[config.mk]
export PLATFORM = sky130hd
export DESIGN_NAME = secure_zone_access_control
export DESIGN_NICKNAME = d
export VERILOG_FILES = /design/src/rtl/secure_zone_access_control.v
export VERILOG_INCLUDE_DIRS = /design/src /design/src/rtl
export SDC_FILE = /design/constraint.sdc
export NUM_CORES = 1
export LEC_CHECK = 0
export BUFFER_PORTS_ARGS = -buffer_cell sky130_fd_sc_hd__buf_2
export CORE_ASPECT_RATIO = 1.2
export CORE_UTILIZATION = 55
export CTS_CLUSTER_SIZE = 30
export DETAILED_ROUTE_END_ITERATION = 7
export PLACE_DENSITY = 0.75
export SLEW_MARGIN = 30
export SYNTH_ARGS = -nofsm -noshare
export SYNTH_HDL_FRONTEND = slang
export SYNTH_SLANG_ARGS = --single-unit
[constraint.sdc]
create_clock -name sys_clk_in -period 3.8 [get_ports sys_clk_in]
set_input_delay 0.38 -clock sys_clk_in [delete_from_list [all_inputs] [get_ports sys_clk_in]]
set_output_delay 0.38 -clock sys_clk_in [all_outputs]
set_load 0.01 [all_outputs]
[src/rtl/szac_map.vh]
// Register map, field positions, reset values and timing counts for the secure zone access control.
// Assumes a 32-bit AXI4-Lite register bus and a 125 MHz system clock.
`ifndef SZAC_MAP_VH
`define SZAC_MAP_VH
`define OFS_CONTROL      8'h00
`define OFS_ZONE_CFG     8'h04
`define OFS_CREDENTIAL   8'h08
`define OFS_WRITE_REQ    8'h0C
`define OFS_WRITE_RESULT 8'h10
`define OFS_STATUS       8'h14
`define OFS_MAC_CHECK    8'h18
`define OFS_RECOVERY     8'h1C
`define CTL_ANTITEAR     0
`define CTL_SUPER_EN     1
`define CTL_FUSE         2
`define CTL_ENC_REQ      3
`define ZC_LOCK          0
`define ZC_FORBID        1
`define ZC_PROG          2
`define ZC_ENC           3
`define ZC_AUTH          4
`define ZC_KEY_LO        5
`define ZC_PW_LO         7
`define CR_KIND_LO       28
`define KIND_PASSWORD    4'h1
`define KIND_AUTH        4'h2
`define KIND_SECURE      4'h3
`define TRIAL_LIMIT      3'h4
`define AT_MAX_BYTES     4'h8
`define PAGE_BYTES       8
`define CLK_MHZ          125
`define COPY_US          4
`define COPY_CYCLES      (`COPY_US * `CLK_MHZ)
`define RESET_CONTROL    32'h0000_0000
`endif

[src/rtl/secure_zone_access_control.v]
// Access and write-integrity logic for the secure zones, reached over AXI4-Lite.
// Assumes the serial framing and the cipher live outside; they hand in verdicts and writes.
// What the document requires
// RULE1: Anti-tearing limits each write command to eight bytes and adds write cycles.
// RULE2: Anti-tearing first stores data in a buffer, then copies to destination.
// RULE3: A copy interrupted by power loss is redone from the buffer at power-up.
// RULE4: Host polls for acknowledge up to 8 ms after anti-tearing writes.
// RULE5: Host polls for acknowledge up to 2 ms at power-up during recovery.
// RULE6: In write-lock zones the lowest byte of each 8-byte page controls it.
// RULE7: Lock bit n at zero blocks writes to byte n of that page.
// RULE8: Lock byte bit zero cleared also locks the lock byte itself.
// RULE9: Lock byte writes may only clear bits, never set them.
// RULE10: Write-lock zones take one byte per command; later bytes are ignored.
// RULE11: An accepted password stays until reset or another password is presented.
// RULE12: Eight password sets, one active; write password also grants read.
// RULE13: Each zone selects one of four key sets for authentication.
// RULE14: Authentication holds until reset; a failed new attempt revokes it.
// RULE15: After four consecutive failures all further verifications are ignored.
// RULE16: Standard mode offers a detection code the host may read.
// RULE17: Authentication and encryption modes require a valid MAC on every exchange.
// RULE18: A mismatched MAC drops the command and returns to standard mode.
// RULE19: Encryption-required zones refuse access unless encryption mode is active.
// RULE20: Host may enable encryption voluntarily on any zone with proper keys.
// RULE21: Supervisor password, when enabled, grants access to all eight password sets.
// RULE22: Modify-forbidden zones reject every write at all times.
// RULE23: Program-only zones may clear bits but never set them.
// RULE24: Configuration access needs the secure code; fuses then lock settings.
// RULE25: Starts in standard mode; authentication, then encryption, raise the mode.
//
// Added by the designer: the register addresses and register access over AXI4-Lite.
`timescale 1ns/10ps
`default_nettype none
`include "szac_map.vh"
module secure_zone_access_control
#(
   parameter SUPER_PW_SET = 3'd7,
   parameter COPY_CYCLES  = `COPY_CYCLES
)
(
   // Clock and reset.
   input  wire        sys_clk_in,
   input  wire        arst_n_in,
   // Link clock from the serial side, sampled only.
   input  wire        link_clk_in,
   // Power-good from the supply monitor, asynchronous.
   input  wire        power_ok_in,
   // AXI4-Lite write address, data and response.
   input  wire [7:0]  s_axi_awaddr_in,
   input  wire        s_axi_awvalid_in,
   output reg         s_axi_awready_out,
   input  wire [31:0] s_axi_wdata_in,
   input  wire [3:0]  s_axi_wstrb_in,
   input  wire        s_axi_wvalid_in,
   output reg         s_axi_wready_out,
   output reg  [1:0]  s_axi_bresp_out,
   output reg         s_axi_bvalid_out,
   input  wire        s_axi_bready_in,
   // AXI4-Lite read.
   input  wire [7:0]  s_axi_araddr_in,
   input  wire        s_axi_arvalid_in,
   output reg         s_axi_arready_out,
   output reg  [31:0] s_axi_rdata_out,
   output reg  [1:0]  s_axi_rresp_out,
   output reg         s_axi_rvalid_out,
   input  wire        s_axi_rready_in,
   // Status levels and the link edge pulse.
   output reg         busy_out,
   output reg  [2:0]  sec_mode_out,
   output reg         link_edge_out
);
localparam ST_IDLE = 4'b0001;
localparam ST_BUF  = 4'b0010;
localparam ST_COPY = 4'b0100;
localparam ST_DONE = 4'b1000;
localparam M_STD  = 3'b001;
localparam M_AUTH = 3'b010;
localparam M_ENC  = 3'b100;
////////////////////////////////////////////////////////////////////////////////
// Input synchronisers and link edge finder.
reg [1:0] lclk_sync, pok_sync;
reg       lclk_prev;
always @(posedge sys_clk_in or negedge arst_n_in)
begin
   if (!arst_n_in)
   begin
      lclk_sync <= 2'b00;
      pok_sync  <= 2'b00;
      lclk_prev <= 1'b0;
      link_edge_out <= 1'b0;
   end
   else
   begin
      lclk_sync <= {lclk_sync[0], link_clk_in};
      pok_sync  <= {pok_sync[0], power_ok_in};
      lclk_prev <= lclk_sync[1];
      link_edge_out <= lclk_sync[1] & ~lclk_prev;
   end
end
wire power_good = pok_sync[1];
////////////////////////////////////////////////////////////////////////////////
// Write check: returns the byte as it may land, bit 8 set when refused.
function [8:0] check_write;
   input [7:0] cfg;
   input [7:0] lockb;
   input [2:0] idx;
   input [7:0] oldv;
   input [7:0] newv;
   reg   [7:0] v;
   reg         bad;
   begin
      v   = newv;
      bad = 1'b0;
      if (cfg[`ZC_FORBID])
         bad = 1'b1; // RULE22
      if (cfg[`ZC_PROG])
         v = oldv & newv; // RULE23
      if (cfg[`ZC_LOCK])
      begin
         if (idx == 3'd0) // RULE6
         begin
            if (!lockb[0])
               bad = 1'b1; // RULE8
            v = oldv & newv; // RULE9
         end
         else if (!lockb[idx])
            bad = 1'b1; // RULE7
      end
      check_write = {bad, v};
   end
endfunction
////////////////////////////////////////////////////////////////////////////////
// Registers.
reg [31:0] control, zone_cfg, write_req, write_result;
reg [2:0]  fail_count, active_pw;
reg        pw_valid, auth_ok, secure_ok, super_ok, mac_drop;
reg [1:0]  auth_key;
reg [7:0]  buf_data;
reg [3:0]  buf_count, state;
reg        recovery_pending, recovered;
reg [31:0] copy_cnt;
wire limit_hit = (fail_count >= `TRIAL_LIMIT);
// Fields of a write request: old value, new value, lock byte, index, byte count, go.
wire [7:0] req_old   = write_req[7:0];
wire [7:0] req_new   = write_req[15:8];
wire [7:0] req_lock  = write_req[23:16];
wire [2:0] req_idx   = write_req[26:24];
wire [3:0] req_count = {1'b0, write_req[29:27]} + 4'h1;
wire [8:0] chk       = check_write(zone_cfg[7:0], req_lock, req_idx, req_old, req_new);
wire       zone_auth_ok = ~zone_cfg[`ZC_AUTH] |
                          (auth_ok & (auth_key == zone_cfg[`ZC_KEY_LO+1:`ZC_KEY_LO])); // RULE13
wire       zone_pw_ok   = pw_valid &
                          (super_ok | (active_pw == zone_cfg[`ZC_PW_LO+2:`ZC_PW_LO])); // RULE12 RULE21
wire       zone_enc_ok  = ~zone_cfg[`ZC_ENC] | (sec_mode_out == M_ENC); // RULE19 RULE20
wire       too_long     = control[`CTL_ANTITEAR] & (req_count > `AT_MAX_BYTES); // RULE1
wire       refuse       = chk[8] | ~zone_auth_ok | ~zone_pw_ok | ~zone_enc_ok | too_long;
wire [3:0] take_count   = zone_cfg[`ZC_LOCK] ? 4'h1 : req_count; // RULE10
// AXI write acceptance.
wire aw_ok = s_axi_awvalid_in & ~s_axi_awready_out & ~s_axi_bvalid_out;
reg  [7:0]  aw_hold;
reg  [31:0] w_hold;
reg         aw_have, w_have;
wire        wr_fire = aw_have & w_have & ~s_axi_bvalid_out;
wire        wr_cfg  = (aw_hold == `OFS_CONTROL) | (aw_hold == `OFS_ZONE_CFG);
wire        wr_map  = (aw_hold <= `OFS_MAC_CHECK) & (aw_hold[1:0] == 2'b00) &
                      (aw_hold != `OFS_WRITE_RESULT) & (aw_hold != `OFS_STATUS);
wire        cred_kind_pw  = w_hold[31:28] == `KIND_PASSWORD;
wire        cred_kind_au  = w_hold[31:28] == `KIND_AUTH;
wire        cred_kind_sc  = w_hold[31:28] == `KIND_SECURE;
always @(posedge sys_clk_in or negedge arst_n_in)
begin
   if (!arst_n_in)
   begin
      s_axi_awready_out <= 1'b0;
      s_axi_wready_out  <= 1'b0;
      s_axi_bvalid_out  <= 1'b0;
      s_axi_bresp_out   <= 2'b00;
      aw_have <= 1'b0;
      w_have  <= 1'b0;
      aw_hold <= 8'h00;
      w_hold  <= 32'h0000_0000;
      control   <= `RESET_CONTROL;
      zone_cfg  <= 32'h0000_0000;
      write_req <= 32'h0000_0000;
      write_result <= 32'h0000_0000;
      fail_count <= 3'h0;
      active_pw  <= 3'h0;
      pw_valid   <= 1'b0;
      auth_ok    <= 1'b0;
      auth_key   <= 2'h0;
      secure_ok  <= 1'b0;
      super_ok   <= 1'b0;
      mac_drop   <= 1'b0;
      sec_mode_out <= M_STD; // RULE25
      buf_data  <= 8'h00;
      buf_count <= 4'h0;
      recovery_pending <= 1'b0;
      recovered <= 1'b0;
      state    <= ST_IDLE;
      copy_cnt <= 32'h0000_0000;
      busy_out <= 1'b0;
   end
   else
   begin
      s_axi_awready_out <= aw_ok;
      s_axi_wready_out  <= s_axi_wvalid_in & ~s_axi_wready_out & ~w_have & ~s_axi_bvalid_out;
      if (aw_ok)
      begin
         aw_have <= 1'b1;
         aw_hold <= s_axi_awaddr_in;
      end
      if (s_axi_wvalid_in & ~s_axi_wready_out & ~w_have & ~s_axi_bvalid_out)
      begin
         w_have <= 1'b1;
         w_hold <= s_axi_wdata_in;
      end
      if (s_axi_bvalid_out & s_axi_bready_in)
         s_axi_bvalid_out <= 1'b0;
      // The clear stands first, so a code mismatch reported in the same cycle still sets it.
      if (mac_drop & (state == ST_BUF))
         mac_drop <= 1'b0;
      if (wr_fire)
      begin
         aw_have <= 1'b0;
         w_have  <= 1'b0;
         s_axi_bvalid_out <= 1'b1;
         s_axi_bresp_out  <= 2'b00;
         if (!wr_map | (wr_cfg & (!secure_ok | control[`CTL_FUSE])))
            s_axi_bresp_out <= 2'b10; // RULE24
         else if (aw_hold == `OFS_CONTROL)
         begin
            control <= w_hold;
            if (w_hold[`CTL_ENC_REQ] & (sec_mode_out == M_AUTH))
               sec_mode_out <= M_ENC; // RULE25 RULE20
         end
         else if (aw_hold == `OFS_ZONE_CFG)
            zone_cfg <= w_hold;
         else if (aw_hold == `OFS_CREDENTIAL)
         begin
            if (limit_hit)
               s_axi_bresp_out <= 2'b10; // RULE15
            else if (cred_kind_pw)
            begin
               // Bit 0 carries the external verdict, bits 3:1 the set.
               active_pw <= w_hold[3:1]; // RULE11
               pw_valid  <= w_hold[0];
               super_ok  <= w_hold[0] & control[`CTL_SUPER_EN] &
                            (w_hold[3:1] == SUPER_PW_SET); // RULE21
               fail_count <= w_hold[0] ? 3'h0 : fail_count + 3'h1;
            end
            else if (cred_kind_au)
            begin
               auth_ok  <= w_hold[0]; // RULE14
               auth_key <= w_hold[2:1];
               sec_mode_out <= w_hold[0] ? M_AUTH : M_STD;
               fail_count <= w_hold[0] ? 3'h0 : fail_count + 3'h1;
            end
            else if (cred_kind_sc)
            begin
               secure_ok  <= w_hold[0];
               fail_count <= w_hold[0] ? 3'h0 : fail_count + 3'h1;
            end
         end
         else if (aw_hold == `OFS_MAC_CHECK)
         begin
            // Bit 0 high reports that the MAC computed for the last command mismatched.
            if (w_hold[0] & (sec_mode_out != M_STD))
            begin
               sec_mode_out <= M_STD; // RULE18 RULE17
               auth_ok  <= 1'b0;
               mac_drop <= 1'b1;
            end
         end
         else if (aw_hold == `OFS_WRITE_REQ)
         begin
            write_req <= w_hold;
            if (state != ST_IDLE)
               s_axi_bresp_out <= 2'b10;
            else if (w_hold[31])
               state <= ST_BUF;
         end
      end
      // Write engine.
      case (state)
         ST_IDLE :
         begin
            busy_out <= recovery_pending;
            if (recovery_pending & power_good)
            begin
               state    <= ST_COPY; // RULE3
               copy_cnt <= COPY_CYCLES;
               recovered <= 1'b1;
            end
         end
         ST_BUF :
         begin
            busy_out <= 1'b1;
            if (refuse | mac_drop)
            begin
               write_result <= {23'h0, 1'b1, chk[7:0]}; // RULE18
               state <= ST_DONE;
            end
            else if (control[`CTL_ANTITEAR])
            begin
               buf_data  <= chk[7:0]; // RULE2
               buf_count <= take_count;
               recovery_pending <= 1'b1;
               copy_cnt <= COPY_CYCLES;
               state    <= ST_COPY;
            end
            else
            begin
               write_result <= {19'h0, take_count, 1'b0, chk[7:0]};
               state <= ST_DONE;
            end
         end
         ST_COPY :
         begin
            busy_out <= 1'b1;
            if (!power_good)
               state <= ST_IDLE; // RULE3
            else if (copy_cnt == 32'h0000_0000)
            begin
               write_result <= {19'h0, buf_count, 1'b0, buf_data};
               recovery_pending <= 1'b0;
               state <= ST_DONE;
            end
            else
               copy_cnt <= copy_cnt - 32'h0000_0001;
         end
         ST_DONE :
         begin
            busy_out <= 1'b0;
            state <= ST_IDLE;
         end
         default :
            state <= ST_IDLE;
      endcase
   end
end
////////////////////////////////////////////////////////////////////////////////
// AXI read channel.
always @(posedge sys_clk_in or negedge arst_n_in)
begin
   if (!arst_n_in)
   begin
      s_axi_arready_out <= 1'b0;
      s_axi_rvalid_out  <= 1'b0;
      s_axi_rdata_out   <= 32'h0000_0000;
      s_axi_rresp_out   <= 2'b00;
   end
   else
   begin
      s_axi_arready_out <= s_axi_arvalid_in & ~s_axi_arready_out & ~s_axi_rvalid_out;
      if (s_axi_rvalid_out & s_axi_rready_in)
         s_axi_rvalid_out <= 1'b0;
      if (s_axi_arvalid_in & ~s_axi_arready_out & ~s_axi_rvalid_out)
      begin
         s_axi_rvalid_out <= 1'b1;
         s_axi_rresp_out  <= 2'b00;
         case (s_axi_araddr_in)
            `OFS_CONTROL      : s_axi_rdata_out <= control;
            `OFS_ZONE_CFG     : s_axi_rdata_out <= zone_cfg;
            `OFS_WRITE_REQ    : s_axi_rdata_out <= write_req;
            `OFS_WRITE_RESULT : s_axi_rdata_out <= write_result; // RULE16
            `OFS_STATUS       : s_axi_rdata_out <= {14'h0, mac_drop, busy_out, sec_mode_out,
                                                    secure_ok, super_ok, auth_key, auth_ok,
                                                    pw_valid, active_pw, limit_hit, fail_count};
            `OFS_RECOVERY     : s_axi_rdata_out <= {30'h0, recovered, recovery_pending};
            default :
            begin
               s_axi_rdata_out <= 32'h0000_0000;
               s_axi_rresp_out <= 2'b10;
            end
         endcase
      end
   end
end
endmodule
`default_nettype wire

# Word level (Yosys, flattened, before mapping)
# Index checks and enable logic that the tools add are counted.
[word_totals]
inputBits = 61
regBits = 284
word_cells = 265
[op_classes]
n_eq_ne = 40
n_reduce_logical = 35
bitwise = 58
mux = 89
magnitude_cmp = 4
n_addsub = 3
[ops]
columns = ["op", "n"]
rows = [
  ["$mux W32", 9],
  ["$pmux W32 S6", 1],
  ["$pmux W32 S3", 1],
  ["$pmux W32 S2", 1],
  ["$mux W4", 15],
  ["$mux W3", 13],
  ["$eq A8 B5 Y1 const B", 4],
  ["$logic_not A32 Y1", 1],
  ["$mux W1", 32],
  ["$sub A32 B1 Y32 const B", 1],
  ["$reduce_and A9 Y1", 3],
  ["$and A1 B1 Y1", 25],
  ["$eq A8 B4 Y1 const B", 3],
  ["$mux W8", 3],
  ["$not A1 Y1", 21],
  ["$reduce_and A7 Y1", 3],
  ["$mux W2", 10],
  ["$ne A2 B2 Y1 const B", 10],
  ["$eq A8 B3 Y1 const B", 2],
  ["$logic_not A8 Y1", 2],
  ["$ne A8 B5 Y1 const B", 2],
  ["$reduce_bool A3 Y1", 5],
  ["$reduce_bool A2 Y1", 7],
  ["$eq A4 B2 Y1 const B", 3],
  ["other kinds (35)", 52],
]

# Longest topological paths before layout
# Gate-level depths: netlist (run 1).
[logic_depth]
ltp_word = 12
ltp_mapped = 10

# Worst setup path after synthesis (run 1)
# OpenSTA, ideal clock, no wires.
[synth_path]
kind = "register -> register"
startpoint = "register write_req[28]"
endpoint = "register write_result[10]"
setup_slack_ps = 1337
path_stages_with_launch = 9
n_path_buf = 2
t_arrival_ps = 2338
period_less_slack_ps = 2463
cell_sequence = "dfrtp_1 > ha_1 > o31ai_1 > or4_1 > buf_2 > or3b_4 > a21oi_4 > buf_8 > mux2_4"
[synth_between]
elab_chain_cells = 7
elab_cells_between_ends = 11
cone_classes = "add/sub (1); order compare (1); eq/ne (1); mux (4); bitwise (3); reduce/logical (1)"
[synth_rtl]
columns = ["element", "line_no", "rtl"]
rows = [
  ["start: declaration", "secure_zone_access_control.v:133", "reg [31:0] control, zone_cfg, write_req, write_result;"],
  ["start signal: assignment", "secure_zone_access_control.v:275", "write_req <= w_hold;"],
  ["$add A3 B1 Y4 (*)", "secure_zone_access_control.v:147", "wire [3:0] req_count = {1'b0, write_req[29:27]} + 4'h1;"],
  ["$gt A4 B4 Y1 (no source line)", "-", ""],
  ["$and A1 B1 Y1", "secure_zone_access_control.v:154", "wire too_long = control[`CTL_ANTITEAR] & (req_count > `AT_MAX_BYTES);"],
  ["$or A1 B1 Y1", "secure_zone_access_control.v:155", "wire refuse = chk[8] | ~zone_auth_ok | ~zone_pw_ok | ~zone_enc_ok | too_long;"],
  ["$or A1 B1 Y1", "secure_zone_access_control.v:297", "if (refuse | mac_drop)"],
  ["$ne A3 B2 Y1 (no source line) or $mux W32 (tied branches)", "-", ""],
  ["$reduce_and A4 Y1 (no source line) or $pmux W32 S2 (tied branches)", "-", ""],
  ["end signal: assignment", "secure_zone_access_control.v:299", "write_result <= {23'h0, 1'b1, chk[7:0]};"],
  ["end signal: assignment", "secure_zone_access_control.v:312", "write_result <= {19'h0, take_count, 1'b0, chk[7:0]};"],
  ["end signal: assignment", "secure_zone_access_control.v:323", "write_result <= {19'h0, buf_count, 1'b0, buf_data};"],
  ["end: declaration", "secure_zone_access_control.v:133", ""],
]
# Mark *: on every way between the ends. The rest lies on a longest branch, timed or not. The select of a mux whose other input is x is not followed.
# A chain may end at the register's enable or synchronous reset.

# Worst setup path in the final report (run 1)
[layout_path]
startpoint = "register write_req[27]"
endpoint = "register write_result[12]"
# The elaborated chain is that of the path after synthesis.

==> flow_summary.json, run 1 <==
{
  "rows": 58,
  "rrSetupSlack_ns": 0.82,
  "dp_hpwl_um": 18270,
  "r2r_cells": 6,
  "seq_power_share_pct": 50.0,
  "grt_pass1_vias": 8527,
  "critPathMaxFanout": 14,
  "fin_crit_sh_pct": 78.40,
  "reg2reg_from": "write_req[27]$_DFFE_PN0P_",
  "wl_per_cell_um": 19.79,
  "maxCapViolCount": 0,
  "ir_drop_uv": 510.7,
  "synth_most_common_cell": "dfrtp_1",
  "portBuffers": 100,
  "p_leak_nw": 6.637,
  "gp_congestion": 0.8963,
  "overflow": 0,
  "areaGrowthSynthToFinish_pct": 15.97,
  "comb_power_share_pct": 11.8,
  "cts.sinks": 263,
  "placed_cells": 1381,
  "clk_pin_slew_ns": 0.06,
  "coreArea_um2": 20900,
  "critical_path_class": "flip-flop to flip-flop",
  "drive_above_1_share_pct": 27.37,
  "max_slew_margin_pct": 34.04,
  "dpl_worst_slack_ns": 0.8577,
  "cts_tree": "done",
  "setup_viol": 0,
  "setup_slack_ns": 0.8208,
  "cp.required_ns": 4.20,
  "min_from": "s_axi_bready_in",
  "start_kind": "flip-flop",
  "synth_top_area_cell": "dfrtp_1",
  "die_y_um": 161.7,
  "grt_max_degree": 124,
  "antenna_cells": 0,
  "final_hold_viol_count": 0,
  "arrival_ns": 3.38,
  "postCtsHoldBufs": 3,
  "outcome": "completed",
  "ys_seq_elements": 263,
  "die_width_um": 135.1,
  "pwr-share-clk_pct": 38.1,
  "r2r_end": "write_result[12]$_DFFE_PN0P_",
  "fmax_mhz": 335.7,
  "vias": 8663,
  "num-nets-final": 1209,
  "root_buffer": "clkbuf_16",
  "firstDrtPassIters": 5,
  "post-cts-setup-buffers": 0,
  "io_pins": 107,
  "synth.cell_area_um2": 11680,
  "endpoint_kind": "flip-flop",
  "finalMaxSlewViolations": 0,
  "drt_iter0_markers": 666,
  "power_density_nw_per_um2": 531.4,
  "initial_utilization_pct": 55.91,
  "syn_avg_cell_area_um2": 11.22,
  "synth_enable_flop_cells": 0,
  "ys_top_cells_by_area": "dfrtp_1 56%, mux2_2 11%, nand2_1 5.8%, a222oi_1 2.2%, o21ai_1 1.8%",
  "tightest_slew_ns": 0.9820,
  "setup_tns_ns": 0,
  "min_period_ns": 2.979,
  "synth-async-reset-ratio_pct": 100.0,
  "hold_path_class": "primary input to flip-flop",
  "cts_resized": 0,
  "fin_cells": 1432,
  "yosys.cell_types.count": 68,
  "drc_errors": 0,
  "ys_seq_area_share_pct": 56.34,
  "power_mw": 7.201,
  "wirelength_um": 28350,
  "cts_made_buffers": 27,
  "yosysWarnings": 0,
  "clk_latency_ns": 0.53,
  "clockBufferDepth": 3,
  "grt_usage_pct": 26.51,
  "ant_nets": 0,
  "die-area_um2": 21840,
  "skew_ns": 0.01135,
  "min_to": "s_axi_bvalid_out$_DFFE_PN0P_",
  "holdPathStages": 2,
  "synth_top_area_share_pct": 55.89,
  "grt_pass1_wl_um": 45600,
  "ys.flop_type": "dfrtp_1",
  "p_int_mw": 5.276,
  "synthCells": 1041,
  "antenna_found_initial": 0,
  "rsz0062_at_grt": "no",
  "synthTopCellsByCount": "261 x dfrtp_1, 179 x nand2_1, 109 x mux2_2",
  "viasPerCell": 6.050,
  "switchingPower_mw": 1.926,
  "swShare_pct": 26.74,
  "cts_htree_levels": 1
}
==> cell families after synthesis <==
kind of cell	count (synthesis)	share of synthesized area [%]
other	1	0.03209
multiplexers	128	12.56
XOR/XNOR	18	1.349
buffers and inverters	78	2.902
adder cells (fa/ha/maj)	4	0.4283
AND/OR/NAND/NOR	346	14.43
AO/OA/AOI/OAI	203	11.95
flip-flops	263	56.34
==> metrics by stage <==
step           cell area, µm²  hold slack [ns]  utilization, %
2_1_floorplan           11690          0.08441               -
3_3_place_gp            12550           0.3337           60.07
3_5_place_dp            12560           0.3379           60.10
4_1_cts                 13520          0.01954           64.67
5_1_grt                 13550          0.02750           64.83
6_report                13550          0.03031           64.83
==> cell type report <==
cell class	instances	area, µm²
clock buffers	35	755.7
clock inverters	12	170.2
fillers	1588	7350
inverters	18	67.56
multi-input cells	701	4837
flip-flops and latches	263	6584
well taps	270	337.8
repair buffers	133	798.3
==> flip-flops by register name (all words and copies together), names as in the netlist, 2 cells and up <==
signal / cells
s_axi_rdata_out: 32
active_pw: 3
buf_count: 4
control: 32
write_req: 32
auth_key: 2
aw_hold: 8
buf_data: 8
copy_cnt: 32
write_result: 13
pok_sync: 2
state: 4
zone_cfg: 32
fail_count: 3
sec_mode_out: 3
w_hold: 32
lclk_sync: 2
==> metal layers <==
| layer | wire length, µm | share of wire, % | up-vias | track usage [%] |
|---|---|---|---|---|
| li1 | - | - | 3961 | - |
| met4 | 644 | 2.3 | 0 | 8.325 |
| met3 | 1833 | 6.5 | 54 | 3.527 |
| met2 | 14390 | 51 | 292 | 45.78 |
| met5 | 0 | 0 | - | 0 |
| met1 | 11480 | 40 | 4356 | 34.66 |
==> worst max-delay path: stages (launching register included) <==
cell	delay, ns
dfrtp_1	0.44
ha_1	0.22
o31ai_1	0.08
or4_1	0.66
or3b_4	0.44
a21oi_4	0.62
mux2_1	0.39
==> worst max-delay path by stage <==
| stage | start | to | cells past startpoint |
|---|---|---|---|
| floorplan | write_req[28]$_DFFE_PN0P_ | write_result[10]$_DFFE_PN0P_ | 8 |
| global placement | write_req[27]$_DFFE_PN0P_ | write_result[12]$_DFFE_PN0P_ | 6 |
| detailed placement | write_req[27]$_DFFE_PN0P_ | write_result[12]$_DFFE_PN0P_ | 6 |
| CTS | write_req[27]$_DFFE_PN0P_ | write_result[12]$_DFFE_PN0P_ | 6 |
| global route | copy_cnt[3]$_DFFE_PN0P_ | copy_cnt[15]$_DFFE_PN0P_ | 6 |
| finish | write_req[27]$_DFFE_PN0P_ | write_result[12]$_DFFE_PN0P_ | 6 |
==> power groups by stage <==
stage	clock [mW]	sequential, mW	combinational, mW
after detailed placement	0	3.64	0.846
after global placement	0	3.63	0.815
after floorplan	0	3.45	0.622
after global routing	2.90	3.67	0.941
final	2.75	3.60	0.852
after CTS	2.78	3.60	0.856
==> layout by cell type (no fill, tap or decap), types with 6 or more instances in the layout <==
cell	synthesis	layout
a21o_1	18	18
a21oi_1	17	17
a221oi_1	7	7
a222oi_1	26	26
a22o_1	7	7
a22oi_1	11	11
a31oi_1	11	10
buf_2	16	99
buf_4	4	28
clkbuf_16	0	27
dfrtp_1	261	261
inv_1	17	17
mux2_2	109	109
mux2_4	9	9
mux2i_1	6	6
nand2_1	179	179
nand3_1	27	27
nand3b_1	6	6
nand4_1	8	8
nor2_1	34	34
nor2b_1	6	6
nor3_1	21	21
o21ai_0	31	31
o21ai_1	43	43
or3_1	12	12
or4_1	7	7
xnor2_1	15	15
Note: power is estimated with default switching activity, not from simulation.
==> run 2, diff against run 1 <==
- ABC_AREA: not set -> 1
- CORE_UTILIZATION: 55 -> 54
- PLACE_DENSITY: 0.75 -> 0.76
- clock period: 3.8 -> 2.6 ns (I/O delays scaled with it)
==> run 2 against run 1 <==
Wire length grew 11%. Total power grew 66%. Clock-buffer cell count shrank 4. Cell count grew 37%. Maximum frequency grew 28%. Register-to-register slack lost 0.54 ns. Clock skew grew 0.011 ns. First-iteration DRC count grew 11%. Synthesized area grew 6.8%. Combinational power grew to 3.1 times the previous value.
==> flow_summary.json, run 2 <==
{
  "outcome": "completed",
  "p_leak_nw": 7.279,
  "synth-async-reset-ratio_pct": 100.0,
  "p_int_mw": 8.094,
  "postPlaceCellArea_um2": 13290,
  "synth_most_common_cell": "nand2_1",
  "clk_latency_ns": 0.55,
  "initial_utilization_pct": 55.41,
  "hold_path_class": "primary input to flip-flop",
  "post-cts-setup-buffers": 0,
  "cts_resized": 0,
  "antenna_found_initial": 0,
  "gp_congestion": 0.9041,
  "met2WireLength_um": 15390,
  "setup_viol": 0,
  "rsz0062_at_grt": "no",
  "io_pins": 107,
  "critPathMaxFanout": 22,
  "synth_enable_flop_cells": 0,
  "r2r_cells": 12,
  "holdPathStages": 5,
  "placed_cells": 1857,
  "wl_met3_um": 1837,
  "rows": 60,
  "design_area_um2": 14770,
  "crit_slowest_cell": "dfrtp_1",
  "die_width_um": 140.8,
  "critical_path_class": "flip-flop to flip-flop",
  "coreArea_um2": 22520,
  "overflow": 0,
  "grt_usage_pct": 27.34,
  "dpl_worst_slack_ns": 0.3346,
  "nFillCells": 1853,
  "viasPerCell": 5.414,
  "critPathMaxStageDelay_ns": 0.40,
  "cts_htree_levels": 1,
  "maxCapViolCount": 0,
  "synth.cell_area_um2": 12480,
  "grt_max_degree": 76,
  "grt_pass1_wl_um": 51730,
  "ys_seq_elements": 263,
  "drc_errors": 0,
  "path_cells": "inv_1 > ha_1 > nand2_2 > nor2_4 > nand2_1 > nor2_2 > nand2_1 > a21boi_2 > nand2_2 > inv_2 > nand2_1 > nand2_1",
  "wl_per_cell_um": 16.07,
  "areaGrowthSynthToFinish_pct": 18.32,
  "power_density_nw_per_um2": 810.0,
  "skew_ns": 0.02265,
  "crit_cells": 12,
  "met1_length_um": 13080,
  "fin_crit_sh_pct": 89.22,
  "fmax_mhz": 431.1,
  "portBuffers": 100,
  "final_hold_viol_count": 0,
  "synth_top_area_cell": "dfrtp_1",
  "dp_hpwl_um": 20970,
  "tightest_slew_ns": 0.6100,
  "mostFrequentLayoutCell": "nand2_1",
  "die-area_um2": 23720,
  "comb_power_share_pct": 21.7,
  "max_slew_margin_pct": 59.33,
  "setup_slack_ns": 0.2802,
  "endpoint_kind": "flip-flop",
  "ys_top_cells_by_area": "dfrtp_1 52%, nand2_1 15%, o21ai_0 4.0%, o21ai_1 3.9%, inv_1 3.8%",
  "root_buffer": "clkbuf_16",
  "clockBufferDepth": 3,
  "final_cell_mix": "491 x nand2_1, 261 x dfrtp_1, 127 x inv_1",
  "cts_made_buffers": 28,
  "drive_above_1_share_pct": 16.42,
  "cp_common_cell": "nand2_1",
  "seq_power_share_pct": 42.1,
  "swShare_pct": 32.32,
  "crit_buf_inv": 2,
  "ys.flop_type": "dfrtp_1",
  "switchingPower_mw": 3.866,
  "num-nets-final": 1718,
  "synth_top_area_share_pct": 52.34,
  "grt_pass1_vias": 10460,
  "firstDrtPassIters": 5,
  "die_y_um": 168.5,
  "vias": 10580,
  "setup_tns_ns": 0,
  "wirelength_um": 31420,
  "cp.required_ns": 3.09,
  "pwr-share-clk_pct": 36.2,
  "ant_nets": 0,
  "crit_family": "simple AND/OR/NAND/NOR gates",
  "ys_seq_area_share_pct": 52.76,
  "syn_avg_cell_area_um2": 8.259,
  "synthCells": 1511,
  "drt_iter0_markers": 741,
  "cts.sinks": 263,
  "clk_pin_slew_ns": 0.06,
  "rrSetupSlack_ns": 0.28,
  "arrival_ns": 2.81,
  "fin_cells": 1955,
  "min_period_ns": 2.320,
  "top_layer": "met4",
  "finalMaxSlewViolations": 0,
  "cts_tree": "done",
  "start_kind": "flip-flop",
  "synthTopCellsByCount": "491 x nand2_1, 261 x dfrtp_1, 127 x inv_1",
  "yosys.cell_types.count": 48,
  "ir_drop_uv": 559.5,
  "yosysWarnings": 0
}
-- run 2: cell count changes after synthesis, sizes merged, moves of 16 or more --
cell / previous run / this run
o21ai: 74 / 235
nand2: 179 / 501
a222oi: 26 / 0
nor3: 25 / 9
nor2: 34 / 108
xor2: 3 / 22
nand3: 27 / 80
inv: 18 / 135
mux2: 122 / 0
a21o: 18 / 0
-- run 2: routing by layer --
metal,vias to the layer above,track usage (%)
met2,321,47.33
met4,0,10.96
li1,5155,-
met3,75,3.960
met5,-,0
met1,5033,34.58
-- run 2: final timing paths --
path                                                    to                    start
max                           write_result[12]$_DFFE_PN0P_  copy_cnt[0]$_DFFE_PN0P_
min reg2reg                         lclk_sync[1]$_DFF_PN0_   lclk_sync[0]$_DFF_PN0_
min in group asynchronous      s_axi_awready_out$_DFF_PN0_                arst_n_in
min                        s_axi_rdata_out[30]$_DFFE_PN0P_         s_axi_arvalid_in
max in group asynchronous         copy_cnt[12]$_DFFE_PN0P_                arst_n_in
max reg2reg                   write_result[12]$_DFFE_PN0P_  copy_cnt[0]$_DFFE_PN0P_
-- run 2: kinds of logic after synthesis --
logic type                 count (synthesis)  synth area share (%)
DFF                                      263                 52.76
muxes                                      7                0.5615
buffers and inverters                    201                 6.948
adders and majority gates                  4                0.4011
AOI/OAI and AO/OA                        286                 13.34
and+or+nand+nor                          725                 24.27
other                                      1               0.03005
xor gates and xnor gates                  24                 1.684
-- run 2: repair_timing --
| item | in CTS | in global routing |
|---|---|---|
| hold buffers | 45 | 0 |
| setup endpoints to repair | 0 | 0 |
| endpoints found under the hold margin | 114 | 0 |
-- run 2: stage by stage --
step | util, % | hold WS [ns] | power [mW]
global placement | 59.03 | 0.2699 | 7.550
global route | 65.55 | 0.1055 | 12.59
detailed placement | 59.03 | 0.2763 | 7.643
finish | 65.56 | 0.06670 | 11.96
CTS | 65.55 | 0.05638 | 12.05
floorplan | - | -0.03559 | 6.820
-- run 2: layout make-up --
| class | count | area, µm² | area share (%) |
|---|---|---|---|
| sequential | 263 | 6584 | 44.59 |
| multi-input combinational | 1048 | 5041 | 34.14 |
| timing repair buffer | 173 | 1246 | 8.440 |
| clock buffer | 31 | 732.0 | 4.957 |
| inverter | 139 | 524.3 | 3.551 |
| tap | 279 | 349.1 | 2.364 |
| clock inverter | 21 | 286.5 | 1.941 |
| antenna | 1 | 2.502 | 0.01695 |
-- run 2: power by group through the flow --
stage	Combinational (mW)	Sequential, mW	Clock, mW
finish	2.60	5.03	4.33
global route	2.95	5.09	4.55
CTS	2.62	5.03	4.40
detailed placement	2.55	5.09	0
global placement	2.48	5.07	0
floorplan	1.80	5.02	0
-- run 2: worst min-delay path: cells and delay by family --
| family | cells | cell delay (ns) |
|---|---|---|
| buf+inv | 2 | 0.14 |
| simple gates | 3 | 0.16 |
==> run 3, diff against run 2 <==
- ABC_AREA: 1 -> not set
- CORE_UTILIZATION: 54 -> 55
- PLACE_DENSITY: 0.76 -> 0.75
- clock period: 2.6 -> 2.5 ns (I/O delays scaled with it)
==> run 3 against run 2 <==
Cell count down 23%. Flip-flop and latch count unchanged. Sequential power up 8.0%. Setup slack worse by 0.24 ns. Worst hold slack better by 0.10 ns. Critical path type unchanged.
==> flow_summary.json, run 3 (same netlist as run 1, synthesis figures left out) <==
{
  "outcome": "completed",
  "clk_latency_ns": 0.53,
  "arrival_ns": 2.87,
  "antenna_cells": 0,
  "hold_path_class": "primary input to flip-flop",
  "dp_hpwl_um": 19220,
  "grt_pass1_vias": 9266,
  "maxCapViolCount": 0,
  "overflow": 0,
  "ir_drop_uv": 585.4,
  "viasPerCell": 5.985,
  "coreArea_um2": 20900,
  "num-nets-final": 1286,
  "drt_iter0_markers": 626,
  "min_period_ns": 2.464,
  "die_y_um": 161.7,
  "critPathMaxFanout": 14,
  "gp_congestion": 0.8634,
  "fin_crit_sh_pct": 98.56,
  "final_hold_viol_count": 0,
  "power_mw": 11.34,
  "areaGrowthSynthToFinish_pct": 23.32,
  "tightest_slew_ns": 0.6304,
  "vias": 9044,
  "rows": 58,
  "grt_usage_pct": 28.54,
  "drive_above_1_share_pct": 28.85,
  "final_cell_mix": "261 x dfrtp_1, 179 x nand2_1, 109 x mux2_2",
  "max_slew_margin_pct": 57.53,
  "fmax_mhz": 405.8,
  "firstDrtPassIters": 5,
  "wirelength_um": 30230,
  "cts_tree": "done",
  "critical_path_class": "flip-flop to flip-flop",
  "cp.required_ns": 2.90,
  "skew_ns": 0.01557,
  "die-area_um2": 21840,
  "start_kind": "flip-flop",
  "setup_viol": 0,
  "fin_util_pct": 68.95,
  "finalMaxSlewViolations": 0,
  "p_leak_nw": 7.053,
  "die_width_um": 135.1,
  "io_pins": 107,
  "hold_slack_ns": 0.1676,
  "grt_max_degree": 76,
  "ant_nets": 0,
  "rsz0062_at_grt": "yes",
  "power_density_nw_per_um2": 787.2,
  "endpoint_kind": "flip-flop",
  "initial_utilization_pct": 55.91,
  "cts_htree_levels": 1,
  "clk_pin_slew_ns": 0.06,
  "antenna_found_initial": 0,
  "clockBufferDepth": 3,
  "cts_made_buffers": 26,
  "mostFrequentLayoutCell": "dfrtp_1",
  "cts.sinks": 263,
  "root_buffer": "clkbuf_16",
  "drc_errors": 0,
  "portBuffers": 100,
  "wl_per_cell_um": 20.01,
  "grt_pass1_wl_um": 48680
}
==> run 3: changes by cell type in the layout (fill, tap and decap cells not counted), moves of 40 or more <==
| cell | before | now |
|---|---|---|
| nor2_1 | 96 | 34 |
| mux2_2 | 0 | 109 |
| nand3_1 | 78 | 27 |
| inv_1 | 127 | 17 |
| o21ai_1 | 96 | 43 |
| o21ai_2 | 40 | 0 |
| o21ai_0 | 99 | 31 |
| nand2_1 | 491 | 179 |
==> run 3: path summary, 6_finish.rpt <==
check	startpoint	end	slack (ns)	depth (start not counted)
setup / recovery	zone_cfg[5]$_DFFE_PN0P_	write_result[12]$_DFFE_PN0P_	0.04	7
hold / removal	s_axi_awvalid_in	s_axi_awready_out$_DFF_PN0_	0.17	3
setup reg to reg	zone_cfg[5]$_DFFE_PN0P_	write_result[12]$_DFFE_PN0P_	0.04	7
hold reg to reg	pok_sync[0]$_DFF_PN0_	pok_sync[1]$_DFF_PN0_	0.35	0
max in group asynchronous	arst_n_in	w_hold[5]$_DFFE_PN0P_	1.42	3
min in group asynchronous	arst_n_in	lclk_sync[1]$_DFF_PN0_	0.28	2
==> run 3: cell type report <==
| type | instances | area [µm²] |
|---|---|---|
| flip-flops and latches | 263 | 6584 |
| inverters | 18 | 67.56 |
| well taps | 270 | 337.8 |
| clock buffers | 34 | 762.0 |
| repair buffers | 211 | 1594 |
| multi-input cells | 701 | 4833 |
| fillers | 1483 | 6490 |
| clock inverters | 14 | 231.5 |
==> run 3: stage by stage <==
stage | std cells | setup WS, ns | setup TNS (ns) | instance area [µm²]
5_1_grt | 1511 | -0.02386 | -0.07937 | 14410
6_report | 1511 | 0.03599 | 0 | 14410
3_3_place_gp | 1417 | 0.05674 | 0 | 12940
2_1_floorplan | 1042 | 0.03684 | 0 | 11690
4_1_cts | 1510 | 0.01214 | 0 | 14390
3_5_place_dp | 1417 | 0.03311 | 0 | 12940
==> run 3: repair_timing <==
item / CTS / global route
gates resized for setup: 0 / 3
hold buffers: 45 / 0
hold endpoints to repair: 114 / 0
endpoints found under the setup margin: 0 / 31
buffers inserted: 0 / 1
==> run 3: power breakdown <==
group          internal [mW]  switching [mW]
clock                   2.77            1.66
sequential              4.79           0.636
combinational          0.779           0.705
total                   8.34            3.00
==> run 3: per-layer routing <==
layer,vias to the layer above,part of all wire [%],track usage [%]
li1,4131,-,-
met1,4533,40,34.59
met2,317,52,51.12
met3,63,5.6,4.494
met4,0,3.0,10.37
met5,-,0,0
==> run 3: critical path, cell delays in order, from the launching register on <==
cell and delay, ns:
dfrtp_1 0.40, xnor2_1 0.20, a31oi_2 0.14, or4_4 0.52, or3b_4 0.40, a21oi_4 0.17, buf_12 0.18, mux2_1 0.33
